<file path="config.mk">
export PLATFORM = sky130hd
export DESIGN_NAME = flash_ident_reset_cmd_ctrl
export DESIGN_NICKNAME = d
export VERILOG_FILES = /design/src/verilog/flash_cmd_pkg.sv /design/src/verilog/flash_ident_reset_cmd_ctrl.sv
export VERILOG_INCLUDE_DIRS = /design/src /design/src/verilog
export SDC_FILE = /design/constraint.sdc
export NUM_CORES = 1
export LEC_CHECK = 0
export BUFFER_PORTS_ARGS = -buffer_cell sky130_fd_sc_hd__buf_2
export CAP_MARGIN = 20
export CORE_MARGIN = 2
export CORE_UTILIZATION = 41
export CTS_BUF_LIST = sky130_fd_sc_hd__clkbuf_8
export DETAILED_ROUTE_END_ITERATION = 8
export GPL_ROUTABILITY_DRIVEN = 0
export PLACE_DENSITY = 0.7
export SYNTH_ARGS = -nofsm -noshare
export SYNTH_HDL_FRONTEND = slang
export SYNTH_SLANG_ARGS = --single-unit
</file>
<file path="constraint.sdc">
create_clock -name clk -period 4.9 [get_ports clk]
set_input_delay 0.245 -clock clk [delete_from_list [all_inputs] [get_ports clk]]
set_output_delay 0.245 -clock clk [all_outputs]
set_load 0.01 [all_outputs]
</file>
<file path="src/verilog/flash_cmd_map.svh">
// Opcodes, identification layout, field positions and timing figures for the command block
`ifndef FLASH_CMD_MAP_SVH
`define FLASH_CMD_MAP_SVH

`define OP_IDENT        8'h9f
`define OP_SOFT_RESET   8'hf0
`define OP_SUSPEND      8'hb0
`define OP_RESUME       8'hd0
`define RST_FILL_BYTE   8'h00
`define RST_LAST_IDX    2'h3
`define RST_FIRST_IDX   2'h1
`define EXT_LEN_VALUE   8'h01
`define RESERVED_BITS   3'h0
`define BIT_LAST        3'h7
`define BIT_FIRST       3'h0
`define ID_BITS         6'h28
`define ID_LAST         6'h27
`define ID_START        6'h00
`define CLK_PERIOD_NS   10
`define RESET_ABORT_NS  35000

`define GRP_A_OPS 8'hd2, 8'h01, 8'h03, 8'h0b, 8'h1b, 8'he8, 8'hd1, 8'hd3, 8'hd4, 8'hd6, \
  8'h32, 8'h35, 8'h77, 8'h54, 8'h56, 8'h52, 8'h68
`define GRP_B_SUSP_OPS 8'h81, 8'h50, 8'h7c, 8'hc7, 8'h83, 8'h86, 8'h88, 8'h89, 8'h82, \
  8'h85, 8'h02
`define GRP_B_FIXED_OPS 8'h53, 8'h55, 8'h60, 8'h61, 8'h58, 8'h59
`define GRP_C_OPS 8'h84, 8'h87, 8'hd7, 8'h57, 8'h9f
`define STATUS_OPS 8'hd7, 8'h57
`define GRP_D_OPS 8'h3d, 8'h9b, 8'h34

`endif

</file>
<file path="src/verilog/flash_cmd_pkg.sv">
// Types shared by the serial command block
package flash_cmd_pkg;

  typedef enum logic [2:0] {
    st_opcode,
    st_ident,
    st_rst_seq,
    st_rst_armed,
    st_ignore
  } spi_state_t;

  typedef enum logic [2:0] {
    grp_read,
    grp_self_timed,
    grp_buffer_status,
    grp_config,
    grp_suspend,
    grp_reset,
    grp_other
  } cmd_group_t;

endpackage

</file>
<file path="src/verilog/flash_ident_reset_cmd_ctrl.sv">
// Serial flash command block: identification read, soft reset and command overlap gating
//
// Function
// - opcode 9Fh starts identification output
// - order: maker, two device, length, extended
// - fourth identification byte equals 01h
// - output floats after extended byte
// - chip select release ends read, floats output
// - device byte one: family, density
// - device byte two: series, variant
// - extended byte: revision low, reserved zeros
// - F0h plus three zeros; extras ignored
// - release aborts program/erase within abort time
// - protection, lockdown, page size untouched
// - soft reset clears suspend flags
// - soft reset cancels active suspend
// - short or misaligned sequence does nothing
// - erase/program suspendable; reads allowed suspended
`timescale 1ns/100ps
`include "flash_cmd_map.svh"

module flash_ident_reset_cmd_ctrl
  import flash_cmd_pkg::*;
#(
  parameter logic [7:0] MFR_CODE       = 8'h5a,  // Arbitrary value
  parameter logic [2:0] FAMILY_CODE    = 3'h2,   // Arbitrary value
  parameter logic [4:0] DENSITY_CODE   = 5'h0a,  // Arbitrary value
  parameter logic [2:0] SUB_CODE       = 3'h1,   // Arbitrary value
  parameter logic [4:0] VARIANT_CODE   = 5'h03,  // Arbitrary value
  parameter logic [4:0] REVISION_CODE  = 5'h02,  // Arbitrary value
  parameter int         RESET_ABORT_NS = `RESET_ABORT_NS
) (
  input  wire logic       clk,
  input  wire logic       rst,
  input  wire logic       cs_n,
  input  wire logic       sck,
  input  wire logic       si,
  output logic            so_out,
  output logic            so_oe,
  input  wire logic       st_busy_b,
  input  wire logic       st_busy_d,
  input  wire logic       st_suspendable,
  input  wire logic       prog_susp_set_a,
  input  wire logic       prog_susp_set_b,
  input  wire logic       erase_susp_set,
  input  wire logic       susp_clear,
  output logic            prog_suspend_flag_a,
  output logic            prog_suspend_flag_b,
  output logic            erase_suspend_flag,
  output logic            reset_abort,
  output logic            suspend_cancel,
  output logic            cmd_valid,
  output logic [7:0]      cmd_opcode,
  output cmd_group_t      cmd_group,
  output logic            cmd_allowed,
  output logic            suspend_req
);

  // Longest time rounds down, but never below one cycle
  localparam int ABORT_RAW    = RESET_ABORT_NS / `CLK_PERIOD_NS;
  localparam int ABORT_CYCLES = (ABORT_RAW < 1) ? 1 : ABORT_RAW;
  localparam int ABORT_W      = $clog2(ABORT_CYCLES + 1);

  if (RESET_ABORT_NS < 1) begin : g_abort_check
    $error("RESET_ABORT_NS must be positive");
  end

  function automatic cmd_group_t classify(input logic [7:0] op);
    cmd_group_t g;
    g = grp_other;
    case (op)
      `GRP_A_OPS:                        g = grp_read;
      `GRP_B_SUSP_OPS, `GRP_B_FIXED_OPS: g = grp_self_timed;
      `GRP_C_OPS:                        g = grp_buffer_status;
      `GRP_D_OPS:                        g = grp_config;
      `OP_SUSPEND, `OP_RESUME:           g = grp_suspend;
      `OP_SOFT_RESET:                    g = grp_reset;
      default:                           g = grp_other;
    endcase
    return g;
  endfunction

  function automatic logic is_status(input logic [7:0] op);
    logic s;
    s = 1'b0;
    case (op)
      `STATUS_OPS: s = 1'b1;
      default:     s = 1'b0;
    endcase
    return s;
  endfunction

  // Soft reset is honoured in every phase since its purpose is to abort
  function automatic logic allowed(input logic [7:0] op, input logic busy_b,
                                   input logic busy_d, input logic suspendable,
                                   input logic suspended);
    cmd_group_t g;
    logic       a;
    g = classify(op);
    a = 1'b0;
    if (g == grp_reset)
      a = 1'b1;
    else if (busy_d)
      a = is_status(op);
    else if (busy_b)
      a = (g == grp_buffer_status) || (op == `OP_SUSPEND && suspendable);
    else if (suspended)
      a = (g == grp_read) || (g == grp_buffer_status) || (op == `OP_RESUME);
    else
      a = (g != grp_suspend);
    return a;
  endfunction

  logic [39:0] id_vec;
  assign id_vec = {MFR_CODE,
                   FAMILY_CODE, DENSITY_CODE,
                   SUB_CODE, VARIANT_CODE,
                   `EXT_LEN_VALUE,
                   `RESERVED_BITS, REVISION_CODE};

  // Serial side state
  spi_state_t  state_reg, state_next;
  logic        sck_prev_reg, sck_prev_next;
  logic        cs_prev_reg, cs_prev_next;
  logic [2:0]  bit_reg, bit_next;
  logic [7:0]  shift_reg, shift_next;
  logic [1:0]  rst_idx_reg, rst_idx_next;
  logic [5:0]  id_bit_reg, id_bit_next;
  logic        so_out_reg, so_out_next;
  logic        so_oe_reg, so_oe_next;
  logic        cmd_valid_reg, cmd_valid_next;
  logic [7:0]  cmd_opcode_reg, cmd_opcode_next;
  cmd_group_t  cmd_group_reg, cmd_group_next;
  logic        cmd_allowed_reg, cmd_allowed_next;
  logic        suspend_req_reg, suspend_req_next;
  logic        rst_fire;

  // Suspend and abort state
  logic               psa_reg, psa_next;
  logic               psb_reg, psb_next;
  logic               erase_sus_reg, erase_sus_next;
  logic               abort_reg, abort_next;
  logic [ABORT_W-1:0] abort_cnt_reg, abort_cnt_next;
  logic               cancel_reg, cancel_next;

  logic rise, fall, cs_release, suspended;
  logic [7:0] byte_in;

  assign rise       = !cs_n && sck && !sck_prev_reg;
  assign fall       = !cs_n && !sck && sck_prev_reg;
  assign cs_release = cs_n && !cs_prev_reg;
  assign suspended  = psa_reg || psb_reg || erase_sus_reg;
  assign byte_in    = {shift_reg[6:0], si};

  always_comb begin
    state_next       = state_reg;
    sck_prev_next    = sck;
    cs_prev_next     = cs_n;
    bit_next         = bit_reg;
    shift_next       = shift_reg;
    rst_idx_next     = rst_idx_reg;
    id_bit_next      = id_bit_reg;
    so_out_next      = so_out_reg;
    so_oe_next       = so_oe_reg;
    cmd_valid_next   = 1'b0;
    cmd_opcode_next  = cmd_opcode_reg;
    cmd_group_next   = cmd_group_reg;
    cmd_allowed_next = cmd_allowed_reg;
    suspend_req_next = 1'b0;
    rst_fire         = 1'b0;
    if (cs_n) begin
      // Release at any bit count ends the frame and floats the output
      state_next  = st_opcode;
      so_oe_next  = 1'b0;
      bit_next    = `BIT_FIRST;
      id_bit_next = `ID_START;
      if (cs_release && state_reg == st_rst_armed && bit_reg == `BIT_FIRST)
        rst_fire = 1'b1;
    end else begin
      if (rise) begin
        shift_next = byte_in;
        bit_next   = bit_reg + 3'h1;
        if (bit_reg == `BIT_LAST) begin
          unique case (state_reg)
            st_opcode: begin
              cmd_valid_next   = 1'b1;
              cmd_opcode_next  = byte_in;
              cmd_group_next   = classify(byte_in);
              cmd_allowed_next = allowed(byte_in, st_busy_b, st_busy_d,
                                         st_suspendable, suspended);
              if (byte_in == `OP_SUSPEND && st_busy_b && st_suspendable && !st_busy_d)
                suspend_req_next = 1'b1;
              if (byte_in == `OP_IDENT)
                state_next = st_ident;
              else if (byte_in == `OP_SOFT_RESET) begin
                state_next   = st_rst_seq;
                rst_idx_next = `RST_FIRST_IDX;
              end else
                state_next = st_ignore;
            end
            st_rst_seq: begin
              if (byte_in != `RST_FILL_BYTE)
                state_next = st_ignore;
              else if (rst_idx_reg == `RST_LAST_IDX)
                state_next = st_rst_armed;
              else
                rst_idx_next = rst_idx_reg + 2'h1;
            end
            // Bytes after the fourth reset byte change nothing
            st_rst_armed: state_next = st_rst_armed;
            st_ident:     state_next = st_ident;
            st_ignore:    state_next = st_ignore;
          endcase
        end
      end
      // Data launches on the falling edge so the host samples it on the rising one
      if (fall && state_reg == st_ident) begin
        if (id_bit_reg != `ID_BITS) begin
          so_out_next = id_vec[`ID_LAST - id_bit_reg];
          so_oe_next  = 1'b1;
          id_bit_next = id_bit_reg + 6'h01;
        end else
          so_oe_next = 1'b0;
      end
    end
  end

  always_ff @(posedge clk or posedge rst) begin
    if (rst) begin
      state_reg       <= st_opcode;
      sck_prev_reg    <= 1'b0;
      cs_prev_reg     <= 1'b1;
      bit_reg         <= `BIT_FIRST;
      shift_reg       <= 8'h00;
      rst_idx_reg     <= 2'h0;
      id_bit_reg      <= `ID_START;
      so_out_reg      <= 1'b0;
      so_oe_reg       <= 1'b0;
      cmd_valid_reg   <= 1'b0;
      cmd_opcode_reg  <= 8'h00;
      cmd_group_reg   <= grp_other;
      cmd_allowed_reg <= 1'b0;
      suspend_req_reg <= 1'b0;
    end else begin
      state_reg       <= state_next;
      sck_prev_reg    <= sck_prev_next;
      cs_prev_reg     <= cs_prev_next;
      bit_reg         <= bit_next;
      shift_reg       <= shift_next;
      rst_idx_reg     <= rst_idx_next;
      id_bit_reg      <= id_bit_next;
      so_out_reg      <= so_out_next;
      so_oe_reg       <= so_oe_next;
      cmd_valid_reg   <= cmd_valid_next;
      cmd_opcode_reg  <= cmd_opcode_next;
      cmd_group_reg   <= cmd_group_next;
      cmd_allowed_reg <= cmd_allowed_next;
      suspend_req_reg <= suspend_req_next;
    end
  end

  // Protection, lockdown and page size live elsewhere and are never touched here
  always_comb begin
    psa_next       = psa_reg;
    psb_next       = psb_reg;
    erase_sus_next = erase_sus_reg;
    abort_next     = abort_reg;
    abort_cnt_next = abort_cnt_reg;
    cancel_next    = 1'b0;
    if (abort_reg) begin
      if (abort_cnt_reg == '0)
        abort_next = 1'b0;
      else
        abort_cnt_next = abort_cnt_reg - ABORT_W'(1);
    end
    if (susp_clear || rst_fire) begin
      psa_next = 1'b0;
      psb_next = 1'b0;
      erase_sus_next = 1'b0;
    end
    if (rst_fire) begin
      abort_next     = 1'b1;
      abort_cnt_next = ABORT_W'(ABORT_CYCLES - 1);
      cancel_next    = suspended;
    end
    // A new suspend event wins over a clear in the same cycle
    if (prog_susp_set_a)
      psa_next = 1'b1;
    if (prog_susp_set_b)
      psb_next = 1'b1;
    if (erase_susp_set)
      erase_sus_next = 1'b1;
  end

  always_ff @(posedge clk or posedge rst) begin
    if (rst) begin
      psa_reg       <= 1'b0;
      psb_reg       <= 1'b0;
      erase_sus_reg <= 1'b0;
      abort_reg     <= 1'b0;
      abort_cnt_reg <= '0;
      cancel_reg    <= 1'b0;
    end else begin
      psa_reg       <= psa_next;
      psb_reg       <= psb_next;
      erase_sus_reg <= erase_sus_next;
      abort_reg     <= abort_next;
      abort_cnt_reg <= abort_cnt_next;
      cancel_reg    <= cancel_next;
    end
  end

  assign so_out              = so_out_reg;
  assign so_oe               = so_oe_reg;
  assign prog_suspend_flag_a = psa_reg;
  assign prog_suspend_flag_b = psb_reg;
  assign erase_suspend_flag  = erase_sus_reg;
  assign reset_abort         = abort_reg;
  assign suspend_cancel      = cancel_reg;
  assign cmd_valid           = cmd_valid_reg;
  assign cmd_opcode          = cmd_opcode_reg;
  assign cmd_group           = cmd_group_reg;
  assign cmd_allowed         = cmd_allowed_reg;
  assign suspend_req         = suspend_req_reg;

endmodule

</file>
After elaboration in Yosys (flattened, before gate mapping) --
Memories as Yosys holds them, arrays and structs flattened. A register that Yosys moved wholly into a read port is not among the register bits. Cells that the tools add are included.
Word-level totals: register bits after elaboration 55, memory bits (read-only) 64, memories 1
Memories:
- (name not given) | depth 64, width 1, read ports 1, clocked after memory_dff 1, write ports 0, line flash_ident_reset_cmd_ctrl.sv:219 | so_out_next = id_vec[`ID_LAST - id_bit_reg];
Cells by class: add/sub/neg operators 5, equality and inequality tests 61, mux-type cells 53, bitwise gates (word level) 1, reduce and logical (&&, ||, !) cells 50
Operators by type and width (count):
- $eq A8 B8 Y1 const B | 22
- $eq A8 B7 Y1 const B | 14
- $mux W3 | 13
- $mux W12 | 3
- $reduce_or A17 Y1 | 2
- $eq A8 B6 Y1 const B | 4
- $mux W1 | 27
- $mux W6 | 3
- $pmux W3 S6 | 1
- $reduce_bool A2 Y1 | 9
- $eq A8 B2 Y1 const B | 2
- $pmux W3 S5 | 1
- $logic_and A1 B1 Y1 | 12
- $logic_not A12 Y1 | 1
- $sub A12 B1 Y12 const B | 1
- $ne A2 B2 Y1 const B | 5
- $eq A3 B2 Y1 const B | 3
- $eq A3 B3 Y1 const B | 3
- $logic_not A3 Y1 | 3
- $eq A8 B1 Y1 const B | 1
- $eq A8 B4 Y1 const B | 1
- $eq A8 B5 Y1 const B | 1
- $mux W2 | 4
- $reduce_and A8 Y1 | 1
- other kinds (20) | 33

Longest topological paths before layout --
word-level depth 14, mapped depth 11, gate-level depth less buffers 9

Worst setup path before layout --
Ideal clock, no wire load.
path type reg-to-reg, from reg abort_cnt_reg[0], to reg abort_cnt_reg[11], arrival time 2200 ps, required time 4766 ps, setup slack 2566 ps, cell stages (with the launch flop) 10, clock period less this slack 2334 ps, cell sequence dfrtp_1 -> inv_1 -> ha_1 -> or3b_1 -> or3_4 -> o41ai_4 -> a21o_1 -> nor2_1 -> xnor2_1 -> nand2_1
On the way: cells in the longest elaborated chain, start to end 4, elaborated cells on any way between the ends 7, those cells by class 1 x add/sub; 1 x eq/ne; 3 x mux; 2 x reduce/logical
Ends and longest elaborated chain:
- from (decl) | line flash_ident_reset_cmd_ctrl.sv:143 | logic [ABORT_W-1:0] abort_cnt_reg, abort_cnt_next;
- from (signal assigned) | line flash_ident_reset_cmd_ctrl.sv:308 | abort_cnt_reg <= abort_cnt_next;
- $sub A12 B1 Y12 | line flash_ident_reset_cmd_ctrl.sv:274 | abort_cnt_next = abort_cnt_reg - ABORT_W'(1);
- $mux W12 | line flash_ident_reset_cmd_ctrl.sv:271 | if (abort_cnt_reg == '0)
- $mux W12 | line flash_ident_reset_cmd_ctrl.sv:270 | if (abort_reg) begin
- $mux W12 | line flash_ident_reset_cmd_ctrl.sv:281 | if (rst_fire) begin
Several ways; a longest one is shown, not always the timed one. The select of a mux whose other input is x is not followed. A chain may end at the register's enable or synchronous reset.

Worst setup path after layout --
from reg sck_prev_reg, to reg cmd_allowed_reg, in the netlist cmd_allowed
On the way: cells in the longest elaborated chain, start to end 3
Ends and longest elaborated chain:
- from (decl) | line flash_ident_reset_cmd_ctrl.sv:123 | logic sck_prev_reg, sck_prev_next;
- from (signal assigned) | line flash_ident_reset_cmd_ctrl.sv:246 | sck_prev_reg <= sck_prev_next;
- $logic_not A1 Y1 | line flash_ident_reset_cmd_ctrl.sv:149 | assign rise = !cs_n && sck && !sck_prev_reg;
- $logic_and A1 B1 Y1 | line flash_ident_reset_cmd_ctrl.sv:149
- $reduce_and A4 Y1 (no line)
- to (signal assigned) | line flash_ident_reset_cmd_ctrl.sv:257 | cmd_allowed_reg <= cmd_allowed_next;
- to (decl) | line flash_ident_reset_cmd_ctrl.sv:134 | logic cmd_allowed_reg, cmd_allowed_next;
Every way passes these cells.

==> run summary <==
• 0 — # diodes
• 5 — CTS Buf Count
• 5.508 — via/cell ratio
• 0.6792 mW — cell internal power dissipation
• 0.569 — Seq pwr share
• 3282 um^2 — summed instance area of the synthesized netlist
• 11.94 mm — wire length of the first global-routing pass
• cmd_allowed — end of the worst register-to-register path
• 100 ps — clock transition time at the flip-flop clock pins of the worst setup and hold paths
• 0.4247 — initial core utilization
• 1405 um^2 — Register Area
• 0 — Final Hold Violating Endpoints
• 0 — final setup violating endpoints
• 402 — number of nets in the finished design
• sck_prev_reg — Worst R2R Start
• 2210 ps — register-to-register setup slack
• 32 — Port-buffer cells
• 16 — crit path max fanout
• 0.1605 — share of cells above drive strength 1
• 7727 um^2 — total core area
• 742 — FILL cells
• 0 — YS warnings
• 0.177 — part of the power in combinational logic
• 2691 ps — shortest period the worst path allows
• 0 — Congestion Overflow GR
• 0.254 — share of power burned in the clock network
• cmd_allowed — worst setup path end
• 2209 ps — least setup slack across all paths after layout
• flip-flop — Crit. End Element
• 56 — clock sink total
• 0 — antenna violations before repair
• 93.47 um — Die X-Extent
• 690 ps — delay of the slowest cell on the worst path
• 2 — number of buffers on the longest clock path
• 5090 ps — CP required
• 0 — number of enable-type register cells in the synthesized netlist
• 57 — largest net degree at the start of global routing
• 12 — number of flip-flops under the largest register name
• 66 — library cells used by synthesis
• 2880 ps — Worst EP arrival
• in2reg — class of the tightest hold or removal check
• 0 ps — final setup TNS
• 0.5492 — Period Utilization, post-route
• 0.4796 — normalized max-slew margin
• reg2reg — WS Path Type
• 32 — total number of placement rows
• 8737 um^2 — overall die area
• finished, final reports clean — outcome
• 107 — number of DRC violations after detailed-routing iteration 0
• 2655 — vias after detailed routing
• 0 — hold-fix buffers at CTS
• 310 ps — worst skew pair latency
• 1.016 mW — overall power after layout
• 1 — number of cells on the worst hold path
• 0 — number of resized instances in the post-cts repair step
• flip-flop — launching element type of the critical path
• clkbuf_8 — clock root buffer
• 70.11 ps — hold slack
• 2220 ps — worst slack after detailed placement
• 2590 — via count of the first global-routing pass
• 363 — post-synthesis instance total
• 33 — number of ports placed on the die boundary
• 0.3369 mW — sw power
• 56 — flop and latch count out of synthesis
• 1.605 nW — static leakage
• 93.47 um — vertical die dimension
• 0.1651 — Tot GR Track Use
• 773.5 ps — Slew @ Worst Pin
• dfrtp_1 — most used flip-flop cell after synthesis
• 0 — Final Max Tran Viols
• sck_prev_reg — worst setup path startpoint
• 4.766 mm — DPL Wire Length
• 0.4281 — proportion of synthesized chip area in sequential cells
• 8.807% — growth of design area from synthesis to finish
• 8 — Worst Reg2Reg Path Length in Cells
• 0 — antenna violation net count after detailed routing
• 0.3316 — Sw Ratio
• 6.906 mm — WL final
• 0 — detailed-route DRC error count
• or4_1 — slowest CP cell
• 386 — post-synthesis net count
• dfrtp_1, nand2_1, nor2_1 — synth top area cells
• yes — CTS tree
• 284.5 nW/um^2 — power density cells
• 1720 um^2 — area occupied by multi-input gates
• 9.041 um^2 — per-instance average area after synthesis
• 114.3 uV — largest voltage drop on the vdd net
• 0.4041 — fraction of post-synthesis cell area in the top cell type by area
• 371.6 MHz — fmax
• nor2b_4 -> and2_1 -> nand2_4 -> or4_1 -> inv_1 -> nand4_1 -> o21ai_0 -> o31ai_1 — ordered cell list for the critical path
• 14.33 um — average wire per cell in the routed design
• dfrtp_1 — cell type with the largest total area after synthesis
• 4 — DRT Pass-1 Iters
• 0.4621 — post-route core utilization
• 0 — number of max-capacitance violations reported
• false — RSZ-0062 raised after global routing
• 8.635 ps — worst-case clock skew
• 1.000 — proportion of synthesized flip-flops having asynchronous set or reset
• 2 — CTS H-Tree Depth
• 0 — buffer count from post-CTS setup fixing
-- worst min path at each step --
| stage | from | endpoint | slack (ps) |
|---|---|---|---|
| final | sck | sck_prev_reg | 70 |
| after CTS | sck | sck_prev_reg | 60 |
| after detailed placement | sck | sck_prev_reg | 380 |
| after global routing | sck | sck_prev_reg | 70 |
| after global placement | sck | sck_prev_reg | 380 |
| after floorplan | cs_n | cs_prev_reg | 250 |
-- synthesized netlist by cell type, types with 7 or more instances --
cell type and number:
nand2_1 55, dfrtp_1 53, nor2_1 37, o21ai_0 21, clkbuf_1 18, inv_1 14, ha_1 11, a21oi_1 10
xnor2_1 10, nor2b_1 8, nand3_1 7, nor3_1 7
-- metal layers --
layer,share of wire,up-vias,GRT usage
met2,0.49,52,0.2806
met3,0.036,5,0.02981
met5,0,-,0
met1,0.47,1302,0.2160
met4,0.0070,0,0.04412
li1,-,1296,-
-- area by class of cell --
class | instances | area share
sequential | 56 | 0.3935
clock buffer | 6 | 0.02313
clock inverter | 2 | 0.003153
timing repair buffer | 33 | 0.04695
tap | 102 | 0.03574
multi-input combinational | 268 | 0.4818
inverter | 15 | 0.01577
-- cell families after synthesis --
logic type | after synthesis | synth area share
simple gates | 164 | 0.2608
buf+inv | 39 | 0.04765
fa+ha+maj | 11 | 0.04194
mux | 12 | 0.04270
flops | 56 | 0.4281
xor+xnor | 15 | 0.04003
compound gates | 66 | 0.1388
-- cells in the final DEF (no fill, tap or decap), drive strengths merged, types with 6 or more instances in the layout --
cell type  netlist  layout
nand2           56      56
dfrtp           53      53
nor2            37      37
buf              5      33
o21ai           21      21
inv             15      16
ha              11      11
a21oi           10      10
xnor2           10      10
nor2b            9       9
nand3            7       7
nor3             7       7
a31oi            6       6
nand2b           6       6
or4              6       6
mux2             6       6
clkbuf          19       6
nor4             6       6
-- critical path: cells and delay by family, from the launching register on --
| kind | cells | cell delay (ps) |
|---|---|---|
| compound gates | 2 | 190 |
| buf+inv | 1 | 370 |
| flops | 1 | 430 |
| simple gates | 5 | 1570 |
-- power by group through the flow --
stage          combinational [mW]  clock, mW  sequential [mW]
3_5_place_dp                0.177          0            0.587
5_1_grt                     0.203      0.279            0.590
2_1_floorplan               0.209          0            0.506
4_1_cts                     0.178      0.268            0.577
6_report                    0.179      0.258            0.579
3_3_place_gp                0.175          0            0.584
-- stage by stage --
step / cell area [um^2] / std cells
floorplan: 3282 / 363
global placement: 3477 / 474
detailed placement: 3477 / 474
CTS: 3571 / 482
global route: 3571 / 482
finish: 3571 / 482
No activity file was read; power rests on OpenSTA's default activity.
